$ cat src/logic/efh_pkg.sv
// Shared constants of the event flag handler.
package efh_pkg;

    // ****************************************************************
    // Sizes
    // ****************************************************************
    localparam int EFH_NUM_SRC = 8;
    localparam int EFH_ADDR_W = 8;
    localparam int EFH_DATA_W = 32;

    // ****************************************************************
    // Register byte offsets
    // ****************************************************************
    localparam logic [EFH_ADDR_W-1:0] EFH_OFS_FLAGS = 8'h00;
    localparam logic [EFH_ADDR_W-1:0] EFH_OFS_ENABLES = 8'h04;
    localparam logic [EFH_ADDR_W-1:0] EFH_OFS_TOP_CODE = 8'h08;
    localparam logic [EFH_ADDR_W-1:0] EFH_OFS_SUMMARY = 8'h0c;
    localparam logic [EFH_ADDR_W-1:0] EFH_OFS_IRQ_STAT = 8'h10;
    localparam logic [EFH_ADDR_W-1:0] EFH_OFS_IRQ_MASK = 8'h14;

    // ****************************************************************
    // Values after reset and field positions
    // ****************************************************************
    localparam logic [7:0] EFH_FLAGS_RST = 8'h00;
    localparam logic [7:0] EFH_ENABLES_RST = 8'h00;
    localparam logic [7:0] EFH_IRQ_STAT_RST = 8'h00;
    localparam logic [7:0] EFH_IRQ_MASK_RST = 8'h00;
    localparam logic [7:0] EFH_CODE_NONE = 8'hff;
    localparam int EFH_SUM_HIGH_BIT = 1;
    localparam int EFH_SUM_LOW_BIT = 0;

endpackage

$ cat src/logic/efh_reg_if.sv
// Register access strobes between the bus slave and the register file.
`timescale 1ns/1ns
interface efh_reg_if;
    import efh_pkg::*;

    logic wr;
    logic rd;
    logic [EFH_ADDR_W-1:0] addr;
    logic [EFH_DATA_W-1:0] wdata;
    logic [EFH_DATA_W-1:0] rdata;
    logic [EFH_DATA_W-1:0] rdata_q;
    logic hit;

    modport bus_side (
        output wr, rd, addr, wdata, rdata_q,
        input rdata, hit
    );
    modport reg_side (
        input wr, rd, addr, wdata, rdata_q,
        output rdata, hit
    );
endinterface

$ cat src/logic/efh_edge_det.sv
// Two-stage synchroniser and rising edge detector for event sources.
`timescale 1ns/1ns
module efh_edge_det
    import efh_pkg::*;
#(
    parameter int W = EFH_NUM_SRC
) (
    input wire logic i_clk_sys,
    input wire logic i_reset,
    input wire logic [W-1:0] i_src,
    output logic [W-1:0] o_rise
);

    typedef struct packed {
        logic [W-1:0] s1;
        logic [W-1:0] s2;
        logic [W-1:0] prev;
    } efh_edge_state_t;

    efh_edge_state_t st_reg;
    efh_edge_state_t st_next;

    // The first stage feeds the second stage only.
    always_comb begin
        st_next = st_reg;
        st_next.s1 = i_src;
        st_next.s2 = st_reg.s1;
        st_next.prev = st_reg.s2;
        if (i_reset) begin
            st_next = '0;
        end
    end

    always_ff @(posedge i_clk_sys) begin
        st_reg <= st_next;
    end

    assign o_rise = st_reg.s2 & ~st_reg.prev;

endmodule

$ cat src/logic/efh_apb_slave.sv
// APB slave front end turning transfers into register strobes.
`timescale 1ns/1ns
module efh_apb_slave
    import efh_pkg::*;
(
    input wire logic i_clk_sys,
    input wire logic i_reset,
    input wire logic i_psel,
    input wire logic i_penable,
    input wire logic i_pwrite,
    input wire logic [EFH_ADDR_W-1:0] i_paddr,
    input wire logic [EFH_DATA_W-1:0] i_pwdata,
    output logic [EFH_DATA_W-1:0] o_prdata,
    output logic o_pready,
    output logic o_pslverr,
    efh_reg_if.bus_side regs
);

    typedef struct packed {
        logic [EFH_DATA_W-1:0] prdata;
        logic pslverr;
    } efh_apb_state_t;

    efh_apb_state_t st_reg;
    efh_apb_state_t st_next;
    logic setup;
    logic access;

    assign setup = i_psel & ~i_penable;
    assign access = i_psel & i_penable;

    // Read data is caught in the setup cycle so it leaves a flip-flop.
    always_comb begin
        st_next = st_reg;
        if (setup) begin
            st_next.prdata = regs.hit ? regs.rdata : '0;
            st_next.pslverr = ~regs.hit;
        end
        if (i_reset) begin
            st_next = '0;
        end
    end

    always_ff @(posedge i_clk_sys) begin
        st_reg <= st_next;
    end

    // Unmapped addresses answer with an error and never write.
    assign regs.wr = access & i_pwrite & regs.hit;
    assign regs.rd = access & ~i_pwrite & regs.hit;
    assign regs.addr = i_paddr;
    assign regs.wdata = i_pwdata;
    assign regs.rdata_q = st_reg.prdata;
    assign o_prdata = st_reg.prdata;
    assign o_pslverr = st_reg.pslverr & access;
    assign o_pready = access;

endmodule

$ cat src/logic/efh_top.sv
// Event flag handler: latched event flags, priority code, core events.
//
// How it works
// - Eight event sources in two groups.
// - Bits seven to four high, three to zero low.
// - High group drives event A, low drives B.
// - Flags latch and stay pending afterwards.
// - Flag sets on enabled rising edge only.
// - Writing one clears flag, zero keeps.
// - Reset clears all flags.
// - Code is highest pending number, else ones.
// - Summary bit one high, zero low.
// - Code and summary follow latched flags.
// - Code register is read-only, writes ignored.
//
// Added by the designer: the address map and the APB register port.
`timescale 1ns/1ns
module efh_top
    import efh_pkg::*;
#(
    parameter int NUM_SRC = EFH_NUM_SRC
) (
    input wire logic i_clk_sys,
    input wire logic i_reset,
    input wire logic i_psel,
    input wire logic i_penable,
    input wire logic i_pwrite,
    input wire logic [EFH_ADDR_W-1:0] i_paddr,
    input wire logic [EFH_DATA_W-1:0] i_pwdata,
    output logic [EFH_DATA_W-1:0] o_prdata,
    output logic o_pready,
    output logic o_pslverr,
    input wire logic [NUM_SRC-1:0] i_event_src,
    output logic o_core_event_input_a,
    output logic o_core_event_input_b,
    output logic o_irq
);

    localparam int HALF = NUM_SRC / 2;

    // ****************************************************************
    // Parameter check
    // ****************************************************************
    // Registers are at most eight bits wide and split into two equal groups.
    generate
        if (NUM_SRC < 2 || NUM_SRC > 8 || (NUM_SRC % 2) != 0) begin : g_chk
            $error("NUM_SRC must be even and between 2 and 8.");
        end
    endgenerate

    // ****************************************************************
    // State
    // ****************************************************************
    typedef struct packed {
        logic [NUM_SRC-1:0] flags;
        logic [NUM_SRC-1:0] enables;
        logic [NUM_SRC-1:0] irq_stat;
        logic [NUM_SRC-1:0] irq_mask;
        logic evt_a;
        logic evt_b;
        logic irq;
    } efh_top_state_t;

    efh_top_state_t st_reg;
    efh_top_state_t st_next;
    logic [NUM_SRC-1:0] rise;
    logic [NUM_SRC-1:0] cap;
    logic [NUM_SRC-1:0] flag_clr;
    logic [NUM_SRC-1:0] stat_clr;
    logic [7:0] top_code;
    logic [7:0] summary;

    efh_reg_if regs ();

    // ****************************************************************
    // Helpers
    // ****************************************************************
    // Highest set bit wins; an empty vector gives the all-ones code.
    function automatic logic [7:0] efh_prio(input logic [NUM_SRC-1:0] f);
        logic [7:0] code;
        code = EFH_CODE_NONE;
        for (int i = 0; i < NUM_SRC; i++) begin
            if (f[i]) begin
                code = 8'(i);
            end
        end
        return code;
    endfunction

    function automatic logic reg_hit(input logic [EFH_ADDR_W-1:0] a,
                                     input logic [EFH_ADDR_W-1:0] ofs);
        return a == ofs;
    endfunction

    // ****************************************************************
    // Submodules
    // ****************************************************************
    efh_apb_slave u_apb (
        .i_clk_sys(i_clk_sys),
        .i_reset(i_reset),
        .i_psel(i_psel),
        .i_penable(i_penable),
        .i_pwrite(i_pwrite),
        .i_paddr(i_paddr),
        .i_pwdata(i_pwdata),
        .o_prdata(o_prdata),
        .o_pready(o_pready),
        .o_pslverr(o_pslverr),
        .regs(regs.bus_side)
    );

    // Sources come from other logic and may be asynchronous to us.
    efh_edge_det #(
        .W(NUM_SRC)
    ) u_edge (
        .i_clk_sys(i_clk_sys),
        .i_reset(i_reset),
        .i_src(i_event_src),
        .o_rise(rise)
    );

    // ****************************************************************
    // Derived views
    // ****************************************************************
    // Views from latched flags.
    assign top_code = efh_prio(st_reg.flags);

    always_comb begin
        summary = 8'h00;
        summary[EFH_SUM_HIGH_BIT] = |st_reg.flags[NUM_SRC-1:HALF];
        summary[EFH_SUM_LOW_BIT] = |st_reg.flags[HALF-1:0];
    end

    // ****************************************************************
    // Register read
    // ****************************************************************
    // Code is read-only.
    always_comb begin
        regs.rdata = '0;
        regs.hit = 1'b1;
        unique case (regs.addr)
            EFH_OFS_FLAGS: regs.rdata = 32'(st_reg.flags);
            EFH_OFS_ENABLES: regs.rdata = 32'(st_reg.enables);
            EFH_OFS_TOP_CODE: regs.rdata = 32'(top_code);
            EFH_OFS_SUMMARY: regs.rdata = 32'(summary);
            EFH_OFS_IRQ_STAT: regs.rdata = 32'(st_reg.irq_stat);
            EFH_OFS_IRQ_MASK: regs.rdata = 32'(st_reg.irq_mask);
            default: regs.hit = 1'b0;
        endcase
    end

    // ****************************************************************
    // Next state
    // ****************************************************************
    // Capture enabled edges.
    assign cap = rise & st_reg.enables;

    assign flag_clr = (regs.wr && reg_hit(regs.addr, EFH_OFS_FLAGS)) ?
        regs.wdata[NUM_SRC-1:0] : '0;

    // Only bits the reader actually saw are cleared, so an event
    // arriving between setup and access is kept for the next read.
    assign stat_clr = (regs.rd && reg_hit(regs.addr, EFH_OFS_IRQ_STAT)) ?
        regs.rdata_q[NUM_SRC-1:0] : '0;

    always_comb begin
        st_next = st_reg;
        st_next.flags = (st_reg.flags & ~flag_clr) | cap;
        if (regs.wr && reg_hit(regs.addr, EFH_OFS_ENABLES)) begin
            st_next.enables = regs.wdata[NUM_SRC-1:0];
        end
        st_next.irq_stat = (st_reg.irq_stat & ~stat_clr) | cap;
        if (regs.wr && reg_hit(regs.addr, EFH_OFS_IRQ_MASK)) begin
            st_next.irq_mask = regs.wdata[NUM_SRC-1:0];
        end
        st_next.evt_a = |st_next.flags[NUM_SRC-1:HALF];
        st_next.evt_b = |st_next.flags[HALF-1:0];
        st_next.irq = |(st_next.irq_stat & st_next.irq_mask);
        if (i_reset) begin
            st_next.flags = NUM_SRC'(EFH_FLAGS_RST);
            st_next.enables = NUM_SRC'(EFH_ENABLES_RST);
            st_next.irq_stat = NUM_SRC'(EFH_IRQ_STAT_RST);
            st_next.irq_mask = NUM_SRC'(EFH_IRQ_MASK_RST);
            st_next.evt_a = 1'b0;
            st_next.evt_b = 1'b0;
            st_next.irq = 1'b0;
        end
    end

    always_ff @(posedge i_clk_sys) begin
        st_reg <= st_next;
    end

    // ****************************************************************
    // Outputs
    // ****************************************************************
    // Two core event lines.
    assign o_core_event_input_a = st_reg.evt_a;
    assign o_core_event_input_b = st_reg.evt_b;
    assign o_irq = st_reg.irq;

    // ****************************************************************
    // Assertions
    // ****************************************************************
    logic wr_flags;
    assign wr_flags = regs.wr && reg_hit(regs.addr, EFH_OFS_FLAGS);
endmodule

$ cat config.mk
export PLATFORM = sky130hd
export DESIGN_NAME = efh_top
export DESIGN_NICKNAME = d
export VERILOG_FILES = /design/src/logic/efh_pkg.sv /design/src/logic/efh_reg_if.sv /design/src/logic/efh_edge_det.sv /design/src/logic/efh_apb_slave.sv /design/src/logic/efh_top.sv
export SDC_FILE = /design/constraint.sdc
export NUM_CORES = 1
export LEC_CHECK = 0
export ABC_AREA = 1
export BUFFER_PORTS_ARGS = -buffer_cell sky130_fd_sc_hd__buf_2
export CORE_ASPECT_RATIO = 1.2
export CORE_MARGIN = 3
export CORE_UTILIZATION = 45
export CTS_CLUSTER_SIZE = 24
export DETAILED_ROUTE_END_ITERATION = 10
export PLACE_DENSITY = 0.82
export SYNTH_ARGS = -nofsm -noshare
export SYNTH_HDL_FRONTEND = slang
export SYNTH_SLANG_ARGS = --single-unit
$ cat constraint.sdc
create_clock -name i_clk_sys -period 1.1 [get_ports i_clk_sys]
set_input_delay 0 -clock i_clk_sys [delete_from_list [all_inputs] [get_ports i_clk_sys]]
set_output_delay 0 -clock i_clk_sys [all_outputs]
set_load 0.01 [all_outputs]
==> metrics.txt, run 1 <==
Die Height=98.0 um; CTS sink count=68; Fin. Hold Viols=0; status=finished with violations; initial core utilization=47.8%; CP cell instances=inv_2, nand4_1, buf_4, nand3_2, nand2_1, nor2_1, nand2_1, nand2_1, a21oi_1; CP required=1.32 ns; period utilization=116%; clock buffer depth=2; final setup violation count=8; Clock Latency Late Sink=0.35 ns; synthesized flop and latch total=68; cell family with most CP delay=simple AND/OR/NAND/NOR gates; CTS tree=done; vias in the first global route=3029; post-route design area=4200 um2; Detailed Routing Iterations Pass 1=5; Top cell by count, worst path=nand2_1; die width=82.7 um; Num CTS Buffers=9; Critical Path Sink Type=register; largest net degree at the start of global routing=23; worst vdd ir=0.944 mV; Hold Crit Class=in2reg; CP arrival=1.50 ns; register area share after synthesis=42.9%; DIE AREA=8100 um2; CP startpoint kind=register; mapped cell area=3180 um2; max incr delay on CP=0.33 ns; Largest register FFs=32; Post-Syn Instances=458; Placer Congestion=0.918; vias post-DR=3254; clk_skew=0.0162 ns; post-layout min period=1.28 ns; cell taking the most area after synthesis=dfxtp_1; Nets=617; Routed Antenna Nets=0; Hold WS=0.0709 ns; Core Area=6650 um2; post-DP HPWL=5720 um; failing checks=negative setup slack; Synth-to-Final Area Change=32.2%; setup TNS=-0.988 ns; Port Buffers=41; worst-path maximum fanout=3; total power=4650 uW; H-tree levels=3; Reg clk slew, reported paths=0.08 ns; wire length per cell=12.9 um; drt first-iter violations=472; global-route wire length before repair=13100 um; Buf/Inv on CP=2; Setup CP Type=reg2reg; count of cell types in the netlist=23; most frequent cells in the layout=102 x nand2_1, 58 x dfxtp_1, 53 x buf_4; Mean Syn Cell Area=6.93 um2; CP max stage cell=dfxtp_2; Remaining DRCs=0; Overall Global Routing Usage=20.8%; setup slack after layout=-0.181 ns; placed inst area=3700 um2; RSZ-0062 raised after global routing=yes; Static Leak=0.00206 uW; drt via density=4.98; max-slew violation count=0; antenna cells=0; power per cell area=1110 nW/um2; post-layout util=63.1%; Synth area leaders=dfxtp_1 43%, nand2_1 13%, buf_4 8.0%; YS warnings=0; antenna violations before repair=0; share of layout cells above drive strength 1=29.0%; drt total wl=8410 um; f_max=780 MHz; most common cell after layout, fill and taps aside=nand2_1; total gr overflow=0; # rows=32; max_cap viols=0; CTS Root Cell=clkbuf_8; io pins=90; post-synth top area share=42.9%
[through the flow]
stage | cells | worst slack, ns
floorplan | 481 | -0.0303
global placement | 617 | -0.301
detailed placement | 617 | -0.433
CTS | 651 | -0.137
global route | 654 | -0.289
finish | 654 | -0.181
[metal layers]
metal	global-route usage [%]	vias to the layer above	wire length, um
li1	-	1603	-
met1	24.1	1435	3180
met2	33.9	171	4180
met3	4.52	45	691
met4	12.7	0	359
met5	0	-	0
[final timing paths]
path | from | endpoint | slack (ns) | cells after the start
min | i_reset | u_edge.st_reg[19]$_SDFF_PP0_ | 0.07 | 3
max | st_reg[32]$_SDFF_PP0_ | u_apb.o_prdata[1]$_SDFFE_PP0P_ | -0.18 | 9
min reg2reg | u_edge.st_reg[22]$_SDFF_PP0_ | u_edge.st_reg[14]$_SDFF_PP0_ | 0.40 | 2
max reg2reg | st_reg[32]$_SDFF_PP0_ | u_apb.o_prdata[1]$_SDFFE_PP0P_ | -0.18 | 9
[kinds of logic after synthesis]
family,Yosys count,share of synthesized area (%)
compound gates,78,12.4
buf+inv,105,16.9
flops,68,42.9
other cells,1,0.118
simple gates,206,27.7
[repair_timing]
| item | in CTS | in global routing |
|---|---|---|
| hold buffers | 16 | 0 |
| buffers inserted | 2 | 2 |
| endpoints found under the setup margin | 12 | 21 |
| cloned | 0 | 1 |
| resized for setup | 30 | 29 |
| pin swaps | 5 | 6 |
| hold endpoints to repair | 19 | 0 |
[power breakdown]
group          total (uW)  switching [uW]  internal [uW]
Sequential           2510            9.41           2500
Combinational         367             218            149
Clock                1770             956            817
Total                4650            1180           3460
[cell type report]
type | instances | area, um2
clock buffers | 12 | 135
clock inverters | 4 | 26.3
multi-input cells | 308 | 1480
repair buffers | 115 | 837
repair inverters | 1 | 7.51
inverters | 61 | 231
fillers | 549 | 2450
well taps | 85 | 106
flip-flops and latches | 68 | 1370
[worst reg2reg max path, delay by kind of cell (launching register included)]
kind / cells / cell delay [ns]
simple gates: 6 / 0.51
flops: 1 / 0.33
compound gates: 1 / 0.05
buf+inv: 2 / 0.26
[cells in the mapped netlist (all sizes together)]
library cell / number
o21ai: 33
clkbuf: 7
nor4: 2
conb: 1
buf: 37
nand2: 110
nor3: 2
a22o: 1
nor2: 57
nand4: 11
dfxtp: 68
a21oi: 44
inv: 61
nand3: 24
Power figures use the tool's default switching activity.
==> run 2, diff against run 1 <==
--- a/config.mk
+++ b/config.mk
@@ -5,14 +5,14 @@
 export SDC_FILE = /design/constraint.sdc
 export NUM_CORES = 1
 export LEC_CHECK = 0
-export ABC_AREA = 1
+export ABC_AREA = 0
 export BUFFER_PORTS_ARGS = -buffer_cell sky130_fd_sc_hd__buf_2
 export CORE_ASPECT_RATIO = 1.2
 export CORE_MARGIN = 3
 export CORE_UTILIZATION = 45
 export CTS_CLUSTER_SIZE = 24
 export DETAILED_ROUTE_END_ITERATION = 10
-export PLACE_DENSITY = 0.82
+export PLACE_DENSITY = 0.83
 export SYNTH_ARGS = -nofsm -noshare
 export SYNTH_HDL_FRONTEND = slang
 export SYNTH_SLANG_ARGS = --single-unit
==> run 2 against run 1 <==
The flow still finishes with violations (negative setup slack); non-clock buffer count up 32; cell count down 14%; sequential power is essentially flat; synthesized cell count decreased by 27%; via count shrank 4.5%; utilization increased by 9.4 points; critical path type unchanged; largest cell class unchanged.
==> metrics.txt, run 2 <==
setup slack after layout=-0.463 ns; worst-path maximum fanout=3; max_cap viols=0; CTS Root Cell=clkbuf_8; flop-to-flop setup slack=-0.46 ns; Reg clk slew, reported paths=0.08 ns; dpl cells=521; total gr overflow=0; share of layout cells above drive strength 1=47.2%; CTS sink count=68; Synth area leaders=dfxtp_1 45%, buf_4 7.9%, nor2b_1 5.8%; H-tree levels=3; Setup CP Type=reg2reg; Clock Latency Late Sink=0.35 ns; CP arrival=1.86 ns; cell taking the most area after synthesis=dfxtp_1; post-route insts no fill=560; area occupied by multi-input gates=1870 um2; Hold Crit Class=in2reg; Remaining DRCs=0; Routed Antenna Nets=0; Post-synth EDFFs=0; # rows=32; total power=5200 uW; mapped cell area=3040 um2; wire length per cell=17.6 um; drt via density=5.55; initial core utilization=46.8%; Nets=523; CP required=1.40 ns; Static Leak=0.00203 uW; max-slew violation count=0; Num CTS Buffers=9; count of cell types in the netlist=48; most common cell after layout, fill and taps aside=buf_4; clock buffer depth=2; Die Height=96.0 um; Reg area=1380 um2; Overall Global Routing Usage=23.6%; f_max=640 MHz; io pins=90; CP startpoint kind=register; Worst Hold End=st_reg[30]$_SDFF_PP0_; worst r2r path cells=8; min-delay src=i_pwdata[3]; drt total wl=9870 um; Placer Congestion=0.999; worst vdd ir=1.30 mV; power per cell area=1110 nW/um2; Critical Path Sink Type=register; period utilization=142%; clk_skew=0.0133 ns; Post-synth top cells=68 x dfxtp_1, 36 x nor2_1, 32 x buf_4; YS warnings=0; Core Area=6490 um2; most frequent cell after synthesis=dfxtp_1; die width=81.0 um; dpl ws=-0.933 ns; Post-synth ARST share=0%; failing checks=negative setup slack; post-layout min period=1.56 ns; post-DP HPWL=6030 um; Fin. Hold Viols=0; largest net degree at the start of global routing=39; post-layout util=72.5%; status=finished with violations; synthesized flop and latch total=68; Detailed Routing Iterations Pass 1=5; Min-Delay Path Depth=4; Port Buffers=41; Mean Syn Cell Area=9.04 um2; Worst R2R End=u_apb.o_prdata[6]$_SDFFE_PP0P_; final setup violation count=28; vias in the first global route=2816; Synth-to-Final Area Change=54.9%; global-route wire length before repair=13700 um; CTS tree=done; post-synth top area share=44.8%; Largest register FFs=32; Post-Syn Instances=336; antenna violations before repair=0; reg2reg start=st_reg[34]$_SDFF_PP0_; RSZ-0062 raised after global routing=yes; drt first-iter violations=292; register area share after synthesis=44.8%; filler cell count=420; antenna cells=0; DIE AREA=7770 um2; Hold WS=0.0381 ns; Synth Flop Type=dfxtp_1; vias post-DR=3106; most frequent cells in the layout=79 x buf_4, 60 x dfxtp_1, 37 x buf_2
[run 2: layout make-up]
class / instances / area share, %
Tap cell: 85 / 2.26
Clock buffer: 10 / 2.71
Timing Repair Buffer: 147 / 23.9
Clock inverter: 6 / 1.89
Sequential cell: 68 / 29.3
Inverter: 2 / 0.160
Multi-Input combinational cell: 242 / 39.8
[run 2: where the power goes]
part | switching [uW] | internal, uW
clock | 979 | 1280
sequential | 12.9 | 2490
combinational | 245 | 195
[run 2: kinds of logic after synthesis]
logic type | count (synthesis) | share of synthesized area [%]
AO/OA/AOI/OAI | 74 | 17.1
buffers and inverters | 49 | 10.2
flip-flops | 68 | 44.8
multiplexers | 9 | 3.01
other | 1 | 0.123
AND/OR/NAND/NOR | 135 | 24.8
[run 2: metal layers]
layer / vias to the layer above / share of wire [%] / track usage, %
met5: - / 0 / 0
met4: 0 / 6.3 / 13.0
li1: 1401 / - / -
met2: 206 / 48 / 38.6
met3: 65 / 7.8 / 5.81
met1: 1434 / 38 / 28.2
[run 2: what timing repair did]
item,CTS,global route
endpoints found under the setup margin,32,37
buffers inserted,4,4
hold buffers,15,1
endpoints found under the hold margin,18,1
pin swaps,29,20
gates resized for setup,50,60
[run 2: worst max path at each step]
| stage | cells after the start | startpoint | end | slack [ns] |
|---|---|---|---|---|
| after floorplan | 7 | i_paddr[5] | o_core_event_input_a$_SDFF_PP0_ | -0.70 |
| after detailed placement | 9 | i_paddr[7] | u_apb.o_prdata[6]$_SDFFE_PP0P_ | -0.93 |
| after global routing | 7 | st_reg[29]$_SDFF_PP0_ | u_apb.o_prdata[5]$_SDFFE_PP0P_ | -0.53 |
| after CTS | 8 | i_paddr[5] | o_core_event_input_b$_SDFF_PP0_ | -0.41 |
| final | 8 | st_reg[34]$_SDFF_PP0_ | u_apb.o_prdata[6]$_SDFFE_PP0P_ | -0.46 |
| after global placement | 9 | i_paddr[7] | u_apb.o_prdata[6]$_SDFFE_PP0P_ | -0.86 |
[run 2: stage by stage]
stage	instance area, um2	TNS [ns]
CTS	4420	-9.78
floorplan	3180	-14.04
global placement	3810	-23.84
global route	4700	-10.18
finish	4700	-9.41
detailed placement	3810	-25.62
[run 2: critical path: stages (launching register included)]
cell and delay (ns):
dfxtp_2 0.34, nor4_2 0.27, buf_4 0.18, nand3_4 0.08, nor3_4 0.20, buf_6 0.14, a221oi_1 0.05, a2bb2oi_1 0.16
nor2_1 0.08
==> run 3, diff against run 2 <==
--- a/config.mk
+++ b/config.mk
@@ -7,12 +7,14 @@
 export LEC_CHECK = 0
 export ABC_AREA = 0
 export BUFFER_PORTS_ARGS = -buffer_cell sky130_fd_sc_hd__buf_2
+export CELL_PAD_IN_SITES_DETAIL_PLACEMENT = 0
+export CELL_PAD_IN_SITES_GLOBAL_PLACEMENT = 1
 export CORE_ASPECT_RATIO = 1.2
 export CORE_MARGIN = 3
-export CORE_UTILIZATION = 45
+export CORE_UTILIZATION = 34
 export CTS_CLUSTER_SIZE = 24
 export DETAILED_ROUTE_END_ITERATION = 10
-export PLACE_DENSITY = 0.83
+export PLACE_DENSITY = 0.84
 export SYNTH_ARGS = -nofsm -noshare
 export SYNTH_HDL_FRONTEND = slang
 export SYNTH_SLANG_ARGS = --single-unit
==> run 3 against run 2 <==
The flow still finishes with violations (negative setup slack); setup slack improved by 0.013 ns; clock power decreased by 13%; clock-buffer cell count unchanged; sequential cell count unchanged; sequential share of layout area decreased by 0.30 points; critical path type is now in2reg; critical endpoint is now o_core_event_input_b$_SDFF_PP0_; largest cell class unchanged.
==> metrics.txt, run 3 (synthesized netlist as in run 2, its figures left out) <==
status=finished with violations; failing checks=negative setup slack; io pins=90; clk_skew=0.0131 ns; post-route design area=4730 um2; Setup CP Type=in2reg; worst-path maximum fanout=8; drt total wl=9170 um; Reg clk slew, reported paths=0.08 ns; Core Area=8660 um2; # rows=37; final setup violation count=30; f_max=645 MHz; Hold WS=0.0346 ns; setup TNS=-8.43 ns; Clock Latency Late Sink=0.35 ns; Num CTS Buffers=9; drt first-iter violations=224; Remaining DRCs=0; drt via density=4.91; vias in the first global route=2878; RSZ-0062 raised after global routing=yes; CP arrival=1.76 ns; setup slack after layout=-0.450 ns; Port Buffers=41; placed inst area=3850 um2; max-slew violation count=0; post-layout min period=1.55 ns; total gr overflow=0; most frequent cells in the layout=79 x buf_4, 62 x dfxtp_1, 38 x buf_2; Die Height=110 um; Placer Congestion=0.876; CP startpoint kind=primary input; Synth-to-Final Area Change=55.9%; Buf/Inv on CP=2; CTS tree=done; CP max stage cell=or4_4; antenna cells=0; cell family with most CP delay=simple AND/OR/NAND/NOR gates; die width=92.3 um; Overall Global Routing Usage=17.9%; Detailed Routing Iterations Pass 1=4; post-DP HPWL=6130 um; wire length per cell=15.4 um; Critical Path Sink Type=register; CTS Root Cell=clkbuf_8; Largest register FFs=32; H-tree levels=3; DIE AREA=10100 um2; clock buffer depth=2; CTS sink count=68; global-route wire length before repair=14000 um; Nets=528; dpl ws=-0.853 ns; initial core utilization=35.1%; share of layout cells above drive strength 1=47.6%; Routed Antenna Nets=0; max incr delay on CP=0.46 ns; worst vdd ir=0.616 mV; Hold Crit Class=in2reg; largest net degree at the start of global routing=52; max_cap viols=0; Static Leak=0.00206 uW; CP required=1.31 ns; vias post-DR=2927; CP cell instances=buf_6, or3_4, or4_4, nor4_4, buf_6, nand2_2, a21oi_2, a41oi_2; Fin. Hold Viols=0; antenna violations before repair=0; period utilization=141%; power per cell area=1040 nW/um2; most common cell after layout, fill and taps aside=buf_4; Top cell by count, worst path=buf_6
run 3: cell types whose count changed in the layout (fill, tap and decap cells not counted), sizes merged:
| cell | delta |
|---|---|
| buf | +5 |
| bufinv | -1 |
| clkinv | +2 |
| clkinvlp | -2 |
run 3: layout make-up:
type / instances / area [um2]
clock buffers: 10 / 128
clock inverters: 5 / 53.8
fillers: 752 / 3920
inverters: 2 / 7.51
multi-input cells: 242 / 1860
flip-flops and latches: 68 / 1370
well taps: 117 / 146
repair buffers: 152 / 1170
run 3: repair_timing:
action | CTS | global route
pin swaps | 35 | 25
resized for setup | 68 | 37
hold buffers | 16 | 0
endpoints found under the hold margin | 20 | 0
setup endpoints to repair | 29 | 35
buffers inserted | 9 | 5
run 3: where the power goes:
group	switching, uW	total, uW	leakage (uW)	internal, uW
Sequential	12.1	2510	0.000556	2500
Clock	938	1960	0.0000959	1030
Combinational	247	448	0.00141	202
Total	1200	4920	0.00206	3730
run 3: worst register-to-register path: stages, from the launching register on:
cell and delay (ns):
dfxtp_1 0.31, and3b_2 0.24, nand2b_4 0.15, o22ai_2 0.12, o22a_1 0.22, o221ai_4 0.14, o31a_1 0.25
run 3: metal layers:
metal / global-route usage, % / up-vias / part of all wire, %
met5: 0 / - / 0
met4: 10.6 / 0 / 5.0
met3: 4.72 / 28 / 5.9
met2: 30.2 / 109 / 48
met1: 20.6 / 1378 / 41
li1: - / 1412 / -
run 3: final timing paths:
check	start	to	slack [ns]	depth (start not counted)
max	i_paddr[7]	o_core_event_input_b$_SDFF_PP0_	-0.45	8
min	i_pwdata[7]	st_reg[10]$_SDFF_PP0_	0.03	4
max reg2reg	st_reg[26]$_SDFFE_PP0P_	o_irq$_SDFF_PP0_	-0.42	6
min reg2reg	u_edge.st_reg[22]$_SDFF_PP0_	u_edge.st_reg[14]$_SDFF_PP0_	0.44	1
run 3: metrics by stage:
stage	cells	utilization, %	power [uW]
floorplan	359	-	2800
global placement	552	44.5	2910
detailed placement	552	44.5	2920
global route	596	54.7	5110
CTS	591	52.1	4930
finish	596	54.7	4920
